===== src/imsq_pkg.sv =====
// Constants, offsets and state codes of the ink maintenance sequencer
package imsq_pkg;

  // ==========================================================
  // Clock and time base
  localparam int unsigned CLK_MHZ = 40;
  localparam int unsigned CLK_HZ = CLK_MHZ * 1_000_000;
  localparam int unsigned TICK_MS = 1;
  localparam int unsigned TICK_CYC = CLK_HZ / 1000 * TICK_MS;
  localparam int unsigned BLK_RATE = 48;
  localparam int unsigned COL_RATE = 36;
  localparam int unsigned BLK_PER_CYC = CLK_HZ / BLK_RATE;
  localparam int unsigned COL_PER_CYC = CLK_HZ / COL_RATE;
  localparam int unsigned PUMP_GAP_NS = 100_000;
  localparam int unsigned PUMP_GAP_CYC = PUMP_GAP_NS * CLK_MHZ / 1000;
  localparam int unsigned SHOT_GAP_NS = 1000;
  localparam int unsigned SHOT_GAP_CYC = SHOT_GAP_NS * CLK_MHZ / 1000;
  localparam int unsigned VIB_GAP_NS = 2000;
  localparam int unsigned VIB_GAP_CYC = VIB_GAP_NS * CLK_MHZ / 1000;

  // ==========================================================
  // Shot counts and drive levels (0.1 V units)
  localparam logic [31:0] SHOTS_POWER = 32'd4000;
  localparam logic [31:0] SHOTS_NF_BLK = 32'd48;
  localparam logic [31:0] SHOTS_NF_COL = 32'd36;
  localparam logic [31:0] SHOTS_CF_BLK = 32'd200;
  localparam logic [31:0] SHOTS_CF_COL = 32'd2000;
  localparam logic [9:0] VOLT_BOOST = 10'd20;
  localparam logic [9:0] VOLT_MAX = 10'd360;
  localparam logic [31:0] PWRFAIL_INK = 32'h0000_0100;

  // ==========================================================
  // Register byte offsets and word indices
  localparam logic [7:0] ADDR_CMD = 8'h00;
  localparam logic [7:0] ADDR_STAT = 8'h04;
  localparam logic [7:0] ADDR_EVT = 8'h08;
  localparam logic [7:0] ADDR_CFG = 8'h20;
  localparam logic [7:0] ADDR_NV = 8'h40;
  localparam int unsigned CFG_N = 7;
  localparam int unsigned NV_N = 13;
  localparam int unsigned CFG_ABS = 0, CFG_FALSE = 1, CFG_MICRO = 2;
  localparam int unsigned CFG_CAPLIM = 3, CFG_WASTELIM = 4;
  localparam int unsigned CFG_VOLT = 5, CFG_CTRL = 6;
  localparam int unsigned NV_PFL = 0, NV_CLT = 1, NV_PRT = 2;
  localparam int unsigned NV_IDL = 3, NV_OFF = 4, NV_CAPB = 5;
  localparam int unsigned NV_CAPC = 6, NV_WASTE = 7, NV_USEK = 8;
  localparam int unsigned NV_USEY = 9, NV_USEM = 10, NV_USEC = 11;
  localparam int unsigned NV_ORD = 12;
  localparam logic [31:0] ORD_RST = 32'h0000_0001;

  // ==========================================================
  // Operation codes, carriage targets, states
  localparam logic [3:0] OP_NONE = 4'h0, OP_WIPE = 4'h1;
  localparam logic [3:0] OP_RUB = 4'h2, OP_ABSORB = 4'h3;
  localparam logic [3:0] OP_FALSE = 4'h4, OP_MICRO = 4'h5;
  localparam logic [3:0] OP_FLPOW = 4'h6, OP_FLNORM = 4'h7;
  localparam logic [3:0] OP_FLCLN = 4'h8, OP_CLNDONE = 4'h9;
  localparam logic [3:0] OP_NVRST = 4'ha;
  localparam logic [1:0] TGT_WIPE = 2'h0, TGT_RUB = 2'h1;
  localparam logic [1:0] TGT_FLUSH = 2'h2;
  typedef enum logic [3:0] {
    ST_IDLE = 4'b0001,
    ST_MOVE = 4'b0010,
    ST_PUMP = 4'b0100,
    ST_FIRE = 4'b1000
  } imsq_st_e;

endpackage


===== src/imsq_top.sv =====
// Ink maintenance sequencer with AHB-Lite register slave
// What this block does
// Wipe moves carriage left to right across the rubber blade half.
// Rub moves carriage right to left across the felt blade half.
// Ink absorb pumps programmed steps, heads capped, air valve closed.
// False absorb pumps programmed steps, capped, valve open, empties caps.
// Micro absorb pumps programmed steps, capped, valve open, expels bubbles.
// Every flush first moves carriage to false-absorb position, then fires.
// Power flush fires 4000 shots at optimum plus boost, capped at maximum.
// Normal flush fires black at 48 per second, color at 36 per second.
// Cleaning flush fires 200 black and 2000 color normal-dot shots.
// Micro vibration pulses only while carriage motor accelerates.
// Periodic flush timer clears on print start or normal flush.
// Auto-clean timer always runs, clears when ink absorb executes.
// Print timer counts cap open to waiting, clears on ink absorb.
// Idle timer counts capped, held after absorb until power-on flush.
// Power-off timer starts at power-off, stops at next ink absorb.
// Cap-ink counters accumulate shots; over limit force false absorb, clear.
// Order counter picks normal, strong, strong-rub cleaning; software overrides.
// Waste counter flags maintenance error over limit; storage reset clears.
// Use counters add cleaning, flushing ink and power-fail amount.
// Use counter clears when its cartridge is removed during exchange.
// Timers and counters are readable and restorable for storage.
// Order counter advances 1 to 2, 2 to 3, 3 back to 1.
// All timers and counters except the order counter saturate instead of wrapping.
// Step counts and limits are loadable configuration registers.
//
// The address map and the AHB-Lite slave port were decided locally.
`timescale 1ns/1ps
`default_nettype none
module imsq_top #(
  parameter int unsigned TICK_CYC = imsq_pkg::TICK_CYC,
  parameter int unsigned BLK_PER = imsq_pkg::BLK_PER_CYC,
  parameter int unsigned COL_PER = imsq_pkg::COL_PER_CYC
) (
  input wire logic hclk,
  input wire logic hresetn,
  input wire logic hsel,
  input wire logic [31:0] haddr,
  input wire logic [1:0] htrans,
  input wire logic hwrite,
  input wire logic [2:0] hsize,
  input wire logic [31:0] hwdata,
  input wire logic hready,
  output logic hreadyout,
  output logic hresp,
  output logic [31:0] hrdata,
  input wire logic cap_closed_pin,
  input wire logic cr_accel_pin,
  input wire logic power_fail_pin,
  input wire logic carriage_done,
  output logic carriage_go,
  output logic carriage_dir_right,
  output logic [1:0] carriage_target,
  output logic pump_step,
  output logic pump_on,
  output logic valve_open,
  output logic fire_black,
  output logic fire_color,
  output logic drive_power,
  output logic [9:0] drive_volt,
  output logic micro_vib,
  output logic busy,
  output logic maint_error
);
  typedef struct packed {
    imsq_pkg::imsq_st_e st;
    logic [3:0] op;
    logic wr_pend;
    logic rd_pend;
    logic [5:0] idx;
    logic [31:0] rdata;
    logic [imsq_pkg::CFG_N-1:0][31:0] cfg;
    logic [imsq_pkg::NV_N-1:0][31:0] nv;
    logic [31:0] tick;
    logic [31:0] gap;
    logic [31:0] btmr;
    logic [31:0] ctmr;
    logic [31:0] left;
    logic [31:0] bleft;
    logic [31:0] cleft;
    logic [31:0] vcnt;
    logic print_run;
    logic idle_hold;
    logic off_run;
    logic cap_q;
    logic pf_q;
    logic refused;
    logic go;
    logic dir;
    logic [1:0] tgt;
    logic pstep;
    logic pon;
    logic valve;
    logic fire_b;
    logic fire_c;
    logic dpow;
    logic [9:0] volt;
    logic vib;
    logic merr;
  } imsq_top_s;
  imsq_top_s r, n;
  logic [2:0] pins_s;
  logic cap_s, accel_s, pf_s;

  // Saturating add for every timer and counter except the order counter
  function automatic logic [31:0] sat_add(input logic [31:0] a,
                                          input logic [31:0] b);
    logic [32:0] s;
    s = {1'b0, a} + {1'b0, b};
    return s[32] ? 32'hffff_ffff : s[31:0];
  endfunction

  // ==========================================================
  // Pin synchronisers
  imsq_sync #(.W(3)) u_sync (
    .hclk(hclk),
    .hresetn(hresetn),
    .pin({power_fail_pin, cr_accel_pin, cap_closed_pin}),
    .level(pins_s)
  );
  assign cap_s = pins_s[0];
  assign accel_s = pins_s[1];
  assign pf_s = pins_s[2];

  // ==========================================================
  // Next-state logic
  always_comb begin
    logic [31:0] ev;
    logic [3:0] sop;
    logic [10:0] boost;
    logic [5:0] ci;
    logic [5:0] ni;
    logic wr_now;
    ev = '0;
    sop = imsq_pkg::OP_NONE;
    boost = '0;
    ci = '0;
    ni = '0;
    wr_now = 1'b0;
    n = r;
    n.go = 1'b0;
    n.pstep = 1'b0;
    n.fire_b = 1'b0;
    n.fire_c = 1'b0;
    n.vib = 1'b0;
    n.cap_q = cap_s;
    n.pf_q = pf_s;
    wr_now = r.wr_pend;
    ci = 6'(r.idx - 6'(imsq_pkg::ADDR_CFG >> 2));
    ni = 6'(r.idx - 6'(imsq_pkg::ADDR_NV >> 2));
    if (wr_now && r.idx == 6'(imsq_pkg::ADDR_EVT >> 2)) ev = hwdata;
    // Status write-one-clears the refused flag before any new set
    if (wr_now && r.idx == 6'(imsq_pkg::ADDR_STAT >> 2) && hwdata[8])
      n.refused = 1'b0;

    // Time base tick and timers
    if (r.tick == '0) begin
      n.tick = TICK_CYC - 1;
      n.nv[imsq_pkg::NV_PFL] = sat_add(r.nv[imsq_pkg::NV_PFL], 32'h1);
      n.nv[imsq_pkg::NV_CLT] = sat_add(r.nv[imsq_pkg::NV_CLT], 32'h1);
      if (r.print_run)
        n.nv[imsq_pkg::NV_PRT] = sat_add(r.nv[imsq_pkg::NV_PRT], 32'h1);
      if (cap_s && !r.idle_hold && r.st == imsq_pkg::ST_IDLE)
        n.nv[imsq_pkg::NV_IDL] = sat_add(r.nv[imsq_pkg::NV_IDL], 32'h1);
      if (r.off_run)
        n.nv[imsq_pkg::NV_OFF] = sat_add(r.nv[imsq_pkg::NV_OFF], 32'h1);
    end else begin
      n.tick = r.tick - 32'h1;
    end

    if (ev[1]) n.print_run = 1'b0;
    // Cap release starts print time and clears idle time
    if (r.cap_q && !cap_s) begin
      n.print_run = 1'b1;
      n.nv[imsq_pkg::NV_IDL] = '0;
    end

    // Software events
    if (ev[0]) n.nv[imsq_pkg::NV_PFL] = '0;
    if (ev[2]) begin
      n.off_run = 1'b1;
      n.nv[imsq_pkg::NV_OFF] = '0;
    end
    if (ev[3]) n.idle_hold = 1'b0;
    if (r.cfg[imsq_pkg::CFG_CTRL][1]) begin
      if (ev[4]) n.nv[imsq_pkg::NV_USEK] = '0;
      if (ev[5]) begin
        n.nv[imsq_pkg::NV_USEY] = '0;
        n.nv[imsq_pkg::NV_USEM] = '0;
        n.nv[imsq_pkg::NV_USEC] = '0;
      end
    end

    // Fixed ink charge when power fails during pumping
    if (pf_s && !r.pf_q && r.st == imsq_pkg::ST_PUMP) begin
      for (int k = imsq_pkg::NV_USEK; k <= imsq_pkg::NV_USEC; k++)
        n.nv[k] = sat_add(r.nv[k], imsq_pkg::PWRFAIL_INK);
    end

    // Operation sequencer
    unique case (r.st)
      imsq_pkg::ST_IDLE: begin
        if (wr_now && r.idx == 6'(imsq_pkg::ADDR_CMD >> 2)) begin
          sop = hwdata[3:0];
        end else if (cap_s && (r.nv[imsq_pkg::NV_CAPB] >
                     r.cfg[imsq_pkg::CFG_CAPLIM] ||
                     r.nv[imsq_pkg::NV_CAPC] >
                     r.cfg[imsq_pkg::CFG_CAPLIM])) begin
          sop = imsq_pkg::OP_FALSE;
          if (r.nv[imsq_pkg::NV_CAPB] > r.cfg[imsq_pkg::CFG_CAPLIM])
            n.nv[imsq_pkg::NV_CAPB] = '0;
          if (r.nv[imsq_pkg::NV_CAPC] > r.cfg[imsq_pkg::CFG_CAPLIM])
            n.nv[imsq_pkg::NV_CAPC] = '0;
        end
        if (sop != imsq_pkg::OP_NONE) n.op = sop;
        n.btmr = '0;
        n.ctmr = '0;
        n.gap = '0;
        if (sop == imsq_pkg::OP_WIPE || sop == imsq_pkg::OP_RUB) begin
          n.go = 1'b1;
          n.dir = (sop == imsq_pkg::OP_WIPE);
          n.tgt = (sop == imsq_pkg::OP_WIPE) ? imsq_pkg::TGT_WIPE
                                             : imsq_pkg::TGT_RUB;
          n.st = imsq_pkg::ST_MOVE;
        end else if (sop == imsq_pkg::OP_ABSORB ||
                     sop == imsq_pkg::OP_FALSE ||
                     sop == imsq_pkg::OP_MICRO) begin
          if (cap_s) begin
            n.left = (sop == imsq_pkg::OP_ABSORB) ?
                     r.cfg[imsq_pkg::CFG_ABS] :
                     (sop == imsq_pkg::OP_FALSE) ?
                     r.cfg[imsq_pkg::CFG_FALSE] :
                     r.cfg[imsq_pkg::CFG_MICRO];
            n.valve = (sop != imsq_pkg::OP_ABSORB);
            n.pon = 1'b1;
            n.st = imsq_pkg::ST_PUMP;
          end else begin
            n.refused = 1'b1;
          end
        end else if (sop == imsq_pkg::OP_FLPOW ||
                     sop == imsq_pkg::OP_FLNORM ||
                     sop == imsq_pkg::OP_FLCLN) begin
          n.go = 1'b1;
          n.tgt = imsq_pkg::TGT_FLUSH;
          n.dir = 1'b0;
          n.st = imsq_pkg::ST_MOVE;
          boost = {1'b0, r.cfg[imsq_pkg::CFG_VOLT][9:0]} +
                  {1'b0, imsq_pkg::VOLT_BOOST};
          n.dpow = (sop == imsq_pkg::OP_FLPOW);
          if (sop == imsq_pkg::OP_FLPOW) begin
            n.volt = (boost > {1'b0, imsq_pkg::VOLT_MAX}) ?
                     imsq_pkg::VOLT_MAX : boost[9:0];
            n.bleft = imsq_pkg::SHOTS_POWER;
            n.cleft = imsq_pkg::SHOTS_POWER;
          end else begin
            n.volt = r.cfg[imsq_pkg::CFG_VOLT][9:0];
            n.bleft = (sop == imsq_pkg::OP_FLNORM) ?
                      imsq_pkg::SHOTS_NF_BLK : imsq_pkg::SHOTS_CF_BLK;
            n.cleft = (sop == imsq_pkg::OP_FLNORM) ?
                      imsq_pkg::SHOTS_NF_COL : imsq_pkg::SHOTS_CF_COL;
          end
        end else if (sop == imsq_pkg::OP_CLNDONE) begin
          n.nv[imsq_pkg::NV_ORD] =
            (r.nv[imsq_pkg::NV_ORD] == 32'h0000_0001) ? 32'h0000_0002 :
            (r.nv[imsq_pkg::NV_ORD] == 32'h0000_0002) ? 32'h0000_0003 :
            32'h0000_0001;
        end else if (sop == imsq_pkg::OP_NVRST) begin
          n.nv[imsq_pkg::NV_WASTE] = '0;
        end
      end
      imsq_pkg::ST_MOVE: begin
        if (carriage_done) begin
          if (r.tgt == imsq_pkg::TGT_FLUSH) n.st = imsq_pkg::ST_FIRE;
          else n.st = imsq_pkg::ST_IDLE;
        end
      end
      imsq_pkg::ST_PUMP: begin
        if (r.gap != '0) begin
          n.gap = r.gap - 32'h1;
        end else if (r.left == '0) begin
          n.pon = 1'b0;
          n.valve = 1'b0;
          n.st = imsq_pkg::ST_IDLE;
          if (r.op == imsq_pkg::OP_ABSORB) begin
            n.nv[imsq_pkg::NV_CLT] = '0;
            n.nv[imsq_pkg::NV_PRT] = '0;
            n.off_run = 1'b0;
            n.idle_hold = 1'b1;
          end
        end else begin
          n.pstep = 1'b1;
          n.left = r.left - 32'h1;
          n.gap = imsq_pkg::PUMP_GAP_CYC - 1;
          n.nv[imsq_pkg::NV_WASTE] =
            sat_add(r.nv[imsq_pkg::NV_WASTE], 32'h1);
          for (int k = imsq_pkg::NV_USEK; k <= imsq_pkg::NV_USEC; k++)
            n.nv[k] = sat_add(n.nv[k], 32'h1);
        end
      end
      imsq_pkg::ST_FIRE: begin
        if (r.bleft != '0) begin
          if (r.btmr == '0) begin
            n.fire_b = 1'b1;
            n.bleft = r.bleft - 32'h1;
            n.btmr = (r.op == imsq_pkg::OP_FLNORM) ? BLK_PER - 1
                     : imsq_pkg::SHOT_GAP_CYC - 1;
            n.nv[imsq_pkg::NV_CAPB] =
              sat_add(r.nv[imsq_pkg::NV_CAPB], 32'h1);
            n.nv[imsq_pkg::NV_USEK] =
              sat_add(n.nv[imsq_pkg::NV_USEK], 32'h1);
          end else begin
            n.btmr = r.btmr - 32'h1;
          end
        end
        if (r.cleft != '0) begin
          if (r.ctmr == '0) begin
            n.fire_c = 1'b1;
            n.cleft = r.cleft - 32'h1;
            n.ctmr = (r.op == imsq_pkg::OP_FLNORM) ? COL_PER - 1
                     : imsq_pkg::SHOT_GAP_CYC - 1;
            n.nv[imsq_pkg::NV_CAPC] =
              sat_add(r.nv[imsq_pkg::NV_CAPC], 32'h1);
            for (int k = imsq_pkg::NV_USEY; k <= imsq_pkg::NV_USEC; k++)
              n.nv[k] = sat_add(n.nv[k], 32'h1);
          end else begin
            n.ctmr = r.ctmr - 32'h1;
          end
        end
        if (r.bleft == '0 && r.cleft == '0) begin
          n.st = imsq_pkg::ST_IDLE;
          n.dpow = 1'b0;
          if (r.op == imsq_pkg::OP_FLNORM)
            n.nv[imsq_pkg::NV_PFL] = '0;
        end
      end
      default: n.st = imsq_pkg::ST_IDLE;
    endcase

    // Micro vibration only during carriage acceleration
    if (r.cfg[imsq_pkg::CFG_CTRL][0] && accel_s &&
        r.st == imsq_pkg::ST_IDLE) begin
      if (r.vcnt == '0) begin
        n.vib = 1'b1;
        n.vcnt = imsq_pkg::VIB_GAP_CYC - 1;
      end else begin
        n.vcnt = r.vcnt - 32'h1;
      end
    end else begin
      n.vcnt = '0;
    end

    // Register writes: configuration and storage restore
    if (wr_now && ci < 6'(imsq_pkg::CFG_N)) n.cfg[ci] = hwdata;
    if (wr_now && ni < 6'(imsq_pkg::NV_N)) n.nv[ni] = hwdata;
    n.merr = (n.nv[imsq_pkg::NV_WASTE] >
              r.cfg[imsq_pkg::CFG_WASTELIM]);

    // AHB-Lite address phase capture and read data
    n.wr_pend = 1'b0;
    n.rd_pend = 1'b0;
    if (r.rd_pend) begin
      n.rdata = '0;
      if (r.idx == 6'(imsq_pkg::ADDR_CMD >> 2))
        n.rdata = {28'h000_0000, r.op};
      else if (r.idx == 6'(imsq_pkg::ADDR_STAT >> 2))
        n.rdata = {22'h00_0000, r.merr, r.refused, 4'h0, r.st};
      else if (ci < 6'(imsq_pkg::CFG_N))
        n.rdata = r.cfg[ci];
      else if (ni < 6'(imsq_pkg::NV_N))
        n.rdata = r.nv[ni];
    end else if (hsel && htrans[1] && hready) begin
      n.wr_pend = hwrite;
      n.rd_pend = !hwrite;
      n.idx = haddr[7:2];
    end
  end

  // ==========================================================
  // State register
  always_ff @(posedge hclk or negedge hresetn) begin
    if (!hresetn) begin
      r <= '0;
      r.st <= imsq_pkg::ST_IDLE;
      r.nv[imsq_pkg::NV_ORD] <= imsq_pkg::ORD_RST;
    end else begin
      r <= n;
    end
  end

  // Outputs
  assign hreadyout = !r.rd_pend;
  assign hresp = 1'b0;
  assign hrdata = r.rdata;
  assign carriage_go = r.go;
  assign carriage_dir_right = r.dir;
  assign carriage_target = r.tgt;
  assign pump_step = r.pstep;
  assign pump_on = r.pon;
  assign valve_open = r.valve;
  assign fire_black = r.fire_b;
  assign fire_color = r.fire_c;
  assign drive_power = r.dpow;
  assign drive_volt = r.volt;
  assign micro_vib = r.vib;
  assign busy = (r.st != imsq_pkg::ST_IDLE);
  assign maint_error = r.merr;
endmodule // imsq_top
`default_nettype wire


===== src/imsq_sync.sv =====
// Three-stage pin synchroniser with agreement filter
`timescale 1ns/1ps
`default_nettype none
module imsq_sync #(
  parameter int unsigned W = 3
) (
  input wire logic hclk,
  input wire logic hresetn,
  input wire logic [W-1:0] pin,
  output logic [W-1:0] level
);
  typedef struct packed {
    logic [W-1:0] s1;
    logic [W-1:0] s2;
    logic [W-1:0] s3;
    logic [W-1:0] lv;
  } imsq_sync_s;
  imsq_sync_s r, n;

  // ==========================================================
  // Accept a change once stages two and three agree
  always_comb begin
    n = r;
    n.s1 = pin;
    n.s2 = r.s1;
    n.s3 = r.s2;
    for (int i = 0; i < W; i++) begin
      if (r.s2[i] == r.s3[i]) n.lv[i] = r.s3[i];
    end
  end

  // State register
  always_ff @(posedge hclk or negedge hresetn) begin
    if (!hresetn) r <= '0;
    else r <= n;
  end

  assign level = r.lv;
endmodule // imsq_sync
`default_nettype wire


===== config.mk =====
export PLATFORM = sky130hd
export DESIGN_NAME = imsq_top
export DESIGN_NICKNAME = d
export VERILOG_FILES = /design/src/imsq_pkg.sv /design/src/imsq_top.sv /design/src/imsq_sync.sv
export SDC_FILE = /design/constraint.sdc
export NUM_CORES = 2
export LEC_CHECK = 0
export ABC_AREA = 0
export BUFFER_PORTS_ARGS = -buffer_cell sky130_fd_sc_hd__buf_2
export CAP_MARGIN = 20
export CORE_MARGIN = 2
export CORE_UTILIZATION = 44
export DETAILED_ROUTE_END_ITERATION = 7
export PLACE_DENSITY_LB_ADDON = 0.1
export SYNTH_ARGS = -nofsm -noshare
export SYNTH_HDL_FRONTEND = slang
export SYNTH_SLANG_ARGS = --single-unit

===== constraint.sdc =====
create_clock -name hclk -period 9.9 [get_ports hclk]
set_clock_uncertainty 0.2 [all_clocks]
set_input_delay 0.495 -clock hclk [delete_from_list [all_inputs] [get_ports hclk]]
set_output_delay 0.495 -clock hclk [all_outputs]
set_load 0.005 [all_outputs]

==> impl_metrics.csv <==
group,metric,value,unit
timing,relSlewSlack,18.6,%
synthesis,yosys-top-cells-area,"dfrtp_1 39%, nand2_1 5.3%, o21ai_0 4.7%, mux4_2 4.6%, nor2_1 3.9%",
floorplan,die_y,383,µm
clock_network,clkTransAtPathRegs,0.06,ns
critical_path,start_kind,"flop",
synthesis,synth_enable_flop_cells,0,
global_route,grt_busiest_layer,"met2",
global_route,met1_usage,49.3,%
timing,clock.fmax,158,MHz
clock_network,clockBufferDepth,3,
floorplan,fp.dieW,383,µm
floorplan,start_util,44.2,%
synthesis,yosysTopAreaCellShare,38.8,%
placement,io_buffers,103,
clock_network,cts_made_buffers,119,
synthesis,async_flop_share,100,%
floorplan,design.portCount,135,
critical_path,cp-end-kind,"flop",
power_and_ir_drop,power,14.6,mW
critical_path,worstPathRequired,10.35,ns
global_route,grtUsageMet2,52.4,%
clock_network,cts_sinks,984,
synthesis,synth_ff_type,"dfrtp_1",
critical_path,r2r_cells,23,
synthesis,yosys_warnings,0,
global_route,grtUsageTotal,35.5,%
synthesis,yosysTopAreaCell,"dfrtp_1",
clock_network,htreeDepth,3,
global_route,antenna_found_initial,25,
drt,drt-total-wl,266000,µm
drt,vias_per_cell,6.56,
min_path,hp-class,"input port to flop",
timing,timing.setup.tns,0,ns
placement,pre_cts_ws,3.76,ns
min_path,hold_depth,3,
timing,fin_crit,6.31,ns
floorplan,die_area,147000,µm²
clock_network,clock_latency,0.78,ns
drt,vias,59915,
synthesis,avgSynthCellArea,8.73,µm²
clock_network,post-cts-setup-buffers,0,
placement,hpwl,185000,µm
timing,setup_viol_count_final,0,
timing,rsz0062_at_grt,"false",
timing,worstMarginPinSlew,1.21,ns
global_route,grt_max_degree,153,
floorplan,coreArea,143000,µm²
clock_network,cts_resized,0,
global_route,grt_pass1_wl,387000,µm
final_layout,drive_gt1_share,12.8,%
drt,drt-initial-drc-count,7675,
drt,wire_per_inst,29.1,µm
outcome,outcome,"complete, no violations",
clock_network,cts_hold_buf,18,
critical_path,arrival,6.77,ns
power_and_ir_drop,p_leak,29.2,nW
placement,gp_congestion,0.993,
drt,firstDrtPassIters,6,
floorplan,num_rows,139,
timing,finalHoldViolations,0,
synthesis,synth_cell_types,105,
final_layout,nets,7338,
timing,layout_worst_path_cycle_share,63.8,%
global_route,grt_pass1_vias,55561,
global_route,grt_use_met3,7.02,%
synthesis,ys_seq_elements,984,
timing,whs,0.0637,ns
global_route,grt_overflow,0,
run,cap_violations,0,
timing,setup_slack,3.59,ns
clock_network,cts_tree,"done",
critical_path,criticalPathCategory,"flop to flop",
synthesis,seq_area_frac_synth,38.9,%
clock_network,cts-root-buf,"clkbuf_16",
synthesis,synth_nets,7449,
synthesis,syn_inst,7246,
critical_path,worst-path-max-fanout,12,
final_layout,area_delta_synth_final,10.5,%
drt,ant_nets,0,
power_and_ir_drop,peakVddDrop,0.000182,V
timing,slew_violations,0,
drt,post-route-drc-count,0,
synthesis,syn_area,63300,µm²
power_and_ir_drop,power.density,209,nW/µm²
## worst paths after layout
kind,startpoint,end,slack (ns)
worst max-delay path,r[826]$_DFFE_PN0P_,maint_error$_DFF_PN0_,3.59
worst min-delay path,hwdata[23],r[531]$_DFF_PN0_,0.06
worst max register to register,r[826]$_DFFE_PN0P_,maint_error$_DFF_PN0_,3.59
worst min register to register,u_sync.n[6]$_DFF_PN0_,u_sync.n[3]$_DFF_PN0_,0.15
max in group asynchronous,hresetn,r[236]$_DFFE_PN0P_,7.18
min in group asynchronous,hresetn,r[565]$_DFF_PN0_,0.12
## placed cells by master, fill, tap and decap left out, types with 26 or more instances in the layout
cell	synthesis	final
dfrtp_1	982	978
nand2_1	886	882
nor2_1	662	652
o21ai_0	591	590
a21oi_1	395	394
nand3_1	317	317
nor3_1	231	226
mux2_2	200	200
buf_4	51	167
nand4_1	163	163
inv_1	160	158
a31oi_1	148	148
xnor2_1	131	131
mux4_2	128	128
and3_1	127	127
ha_1	125	125
clkbuf_16	0	119
nor4_1	121	116
xor2_1	108	108
buf_2	34	102
a21o_1	95	95
o31ai_1	94	94
o211ai_1	89	89
mux2i_1	84	84
or3_1	66	66
and2_1	54	54
a211oi_1	45	45
or4_1	43	43
and4_1	43	43
a221o_1	41	41
nand2b_1	39	39
o22a_1	28	28
o22ai_1	27	27
o21a_1	27	27
nor2b_1	29	26
## per-layer routing
layer | share of wire, % | up-vias
met2 | 43 | 3108
met1 | 41 | 29691
met3 | 9.9 | 616
li1 | - | 26490
met5 | 0.027 | -
met4 | 5.8 | 10
## final cells by class
cell class                 count  area, µm²
fill                       13583      73200
clock buffer                 162       3370
inverter                     164        617
tap                         1903       2380
antenna                        5       12.5
timing repair buffer         297       2110
multi-input combinational   5569      36000
sequential                   984      24600
clock inverter                52        823
## Yosys cell counts (125+ instances only)
cell,n
nor3_1,231
a21oi_1,395
clkbuf_1,412
inv_1,160
nor2_1,662
o21ai_0,591
mux2_2,200
nand2_1,886
dfrtp_1,982
nand4_1,163
nand3_1,317
ha_1,125
a31oi_1,148
xnor2_1,131
mux4_2,128
and3_1,127
## kinds of logic (layout without fill, tap and decap cells)
logic type / count (synthesis) / count (layout) / synth area share [%]
adder cells (fa/ha/maj): 128 / 128 / 2.52
buffers and inverters: 693 / 675 / 4.49
XOR/XNOR: 239 / 239 / 3.31
multiplexers: 412 / 412 / 9.44
AO/OA/AOI/OAI: 1860 / 1860 / 18.6
flip-flops: 984 / 984 / 38.9
other: 1 / 6 / 0.00593
AND/OR/NAND/NOR: 2929 / 2929 / 22.7
## registers in the layout (all words and copies together), names as in the netlist, 2 cells and up
| signal | cells |
|---|---|
| carriage_target | 2 |
| drive_volt | 10 |
| hrdata | 32 |
| r | 918 |
| u_sync.level | 3 |
| u_sync.n | 6 |
| u_sync.r | 3 |
## worst max-delay path, stage by stage, from the launching register on
cell	delay (ns)
dfrtp_1	0.35
inv_1	0.15
ha_1	0.36
nand4_1	0.19
nor4_1	0.68
or3b_2	0.50
a21oi_1	0.22
a211oi_2	0.16
a41oi_1	0.45
buf_4	0.29
nor2_1	0.09
nor2_1	0.60
nand2_1	0.11
o211ai_1	0.16
ha_1	0.30
o21a_1	0.11
o21a_1	0.16
o21a_1	0.17
o21a_1	0.17
o21a_1	0.17
o21a_1	0.16
o21a_1	0.16
o21ai_0	0.17
a21oi_1	0.09
## where the power goes
group | total, mW | switching, mW | internal, mW
combinational | 4.53 | 2.90 | 1.63
sequential | 5.36 | 0.813 | 4.54
clock | 4.74 | 1.94 | 2.80
total | 14.6 | 5.65 | 8.97
## through the flow
stage	area (µm²)	std cells	utilization, %
3_5_place_dp	65500	8894	45.7
2_1_floorplan	63300	7246	-
4_1_cts	69800	9126	48.8
5_1_grt	69900	9133	48.9
3_3_place_gp	65500	8893	45.7
6_report	69900	9136	48.9
(Power assumes the default switching activity.)
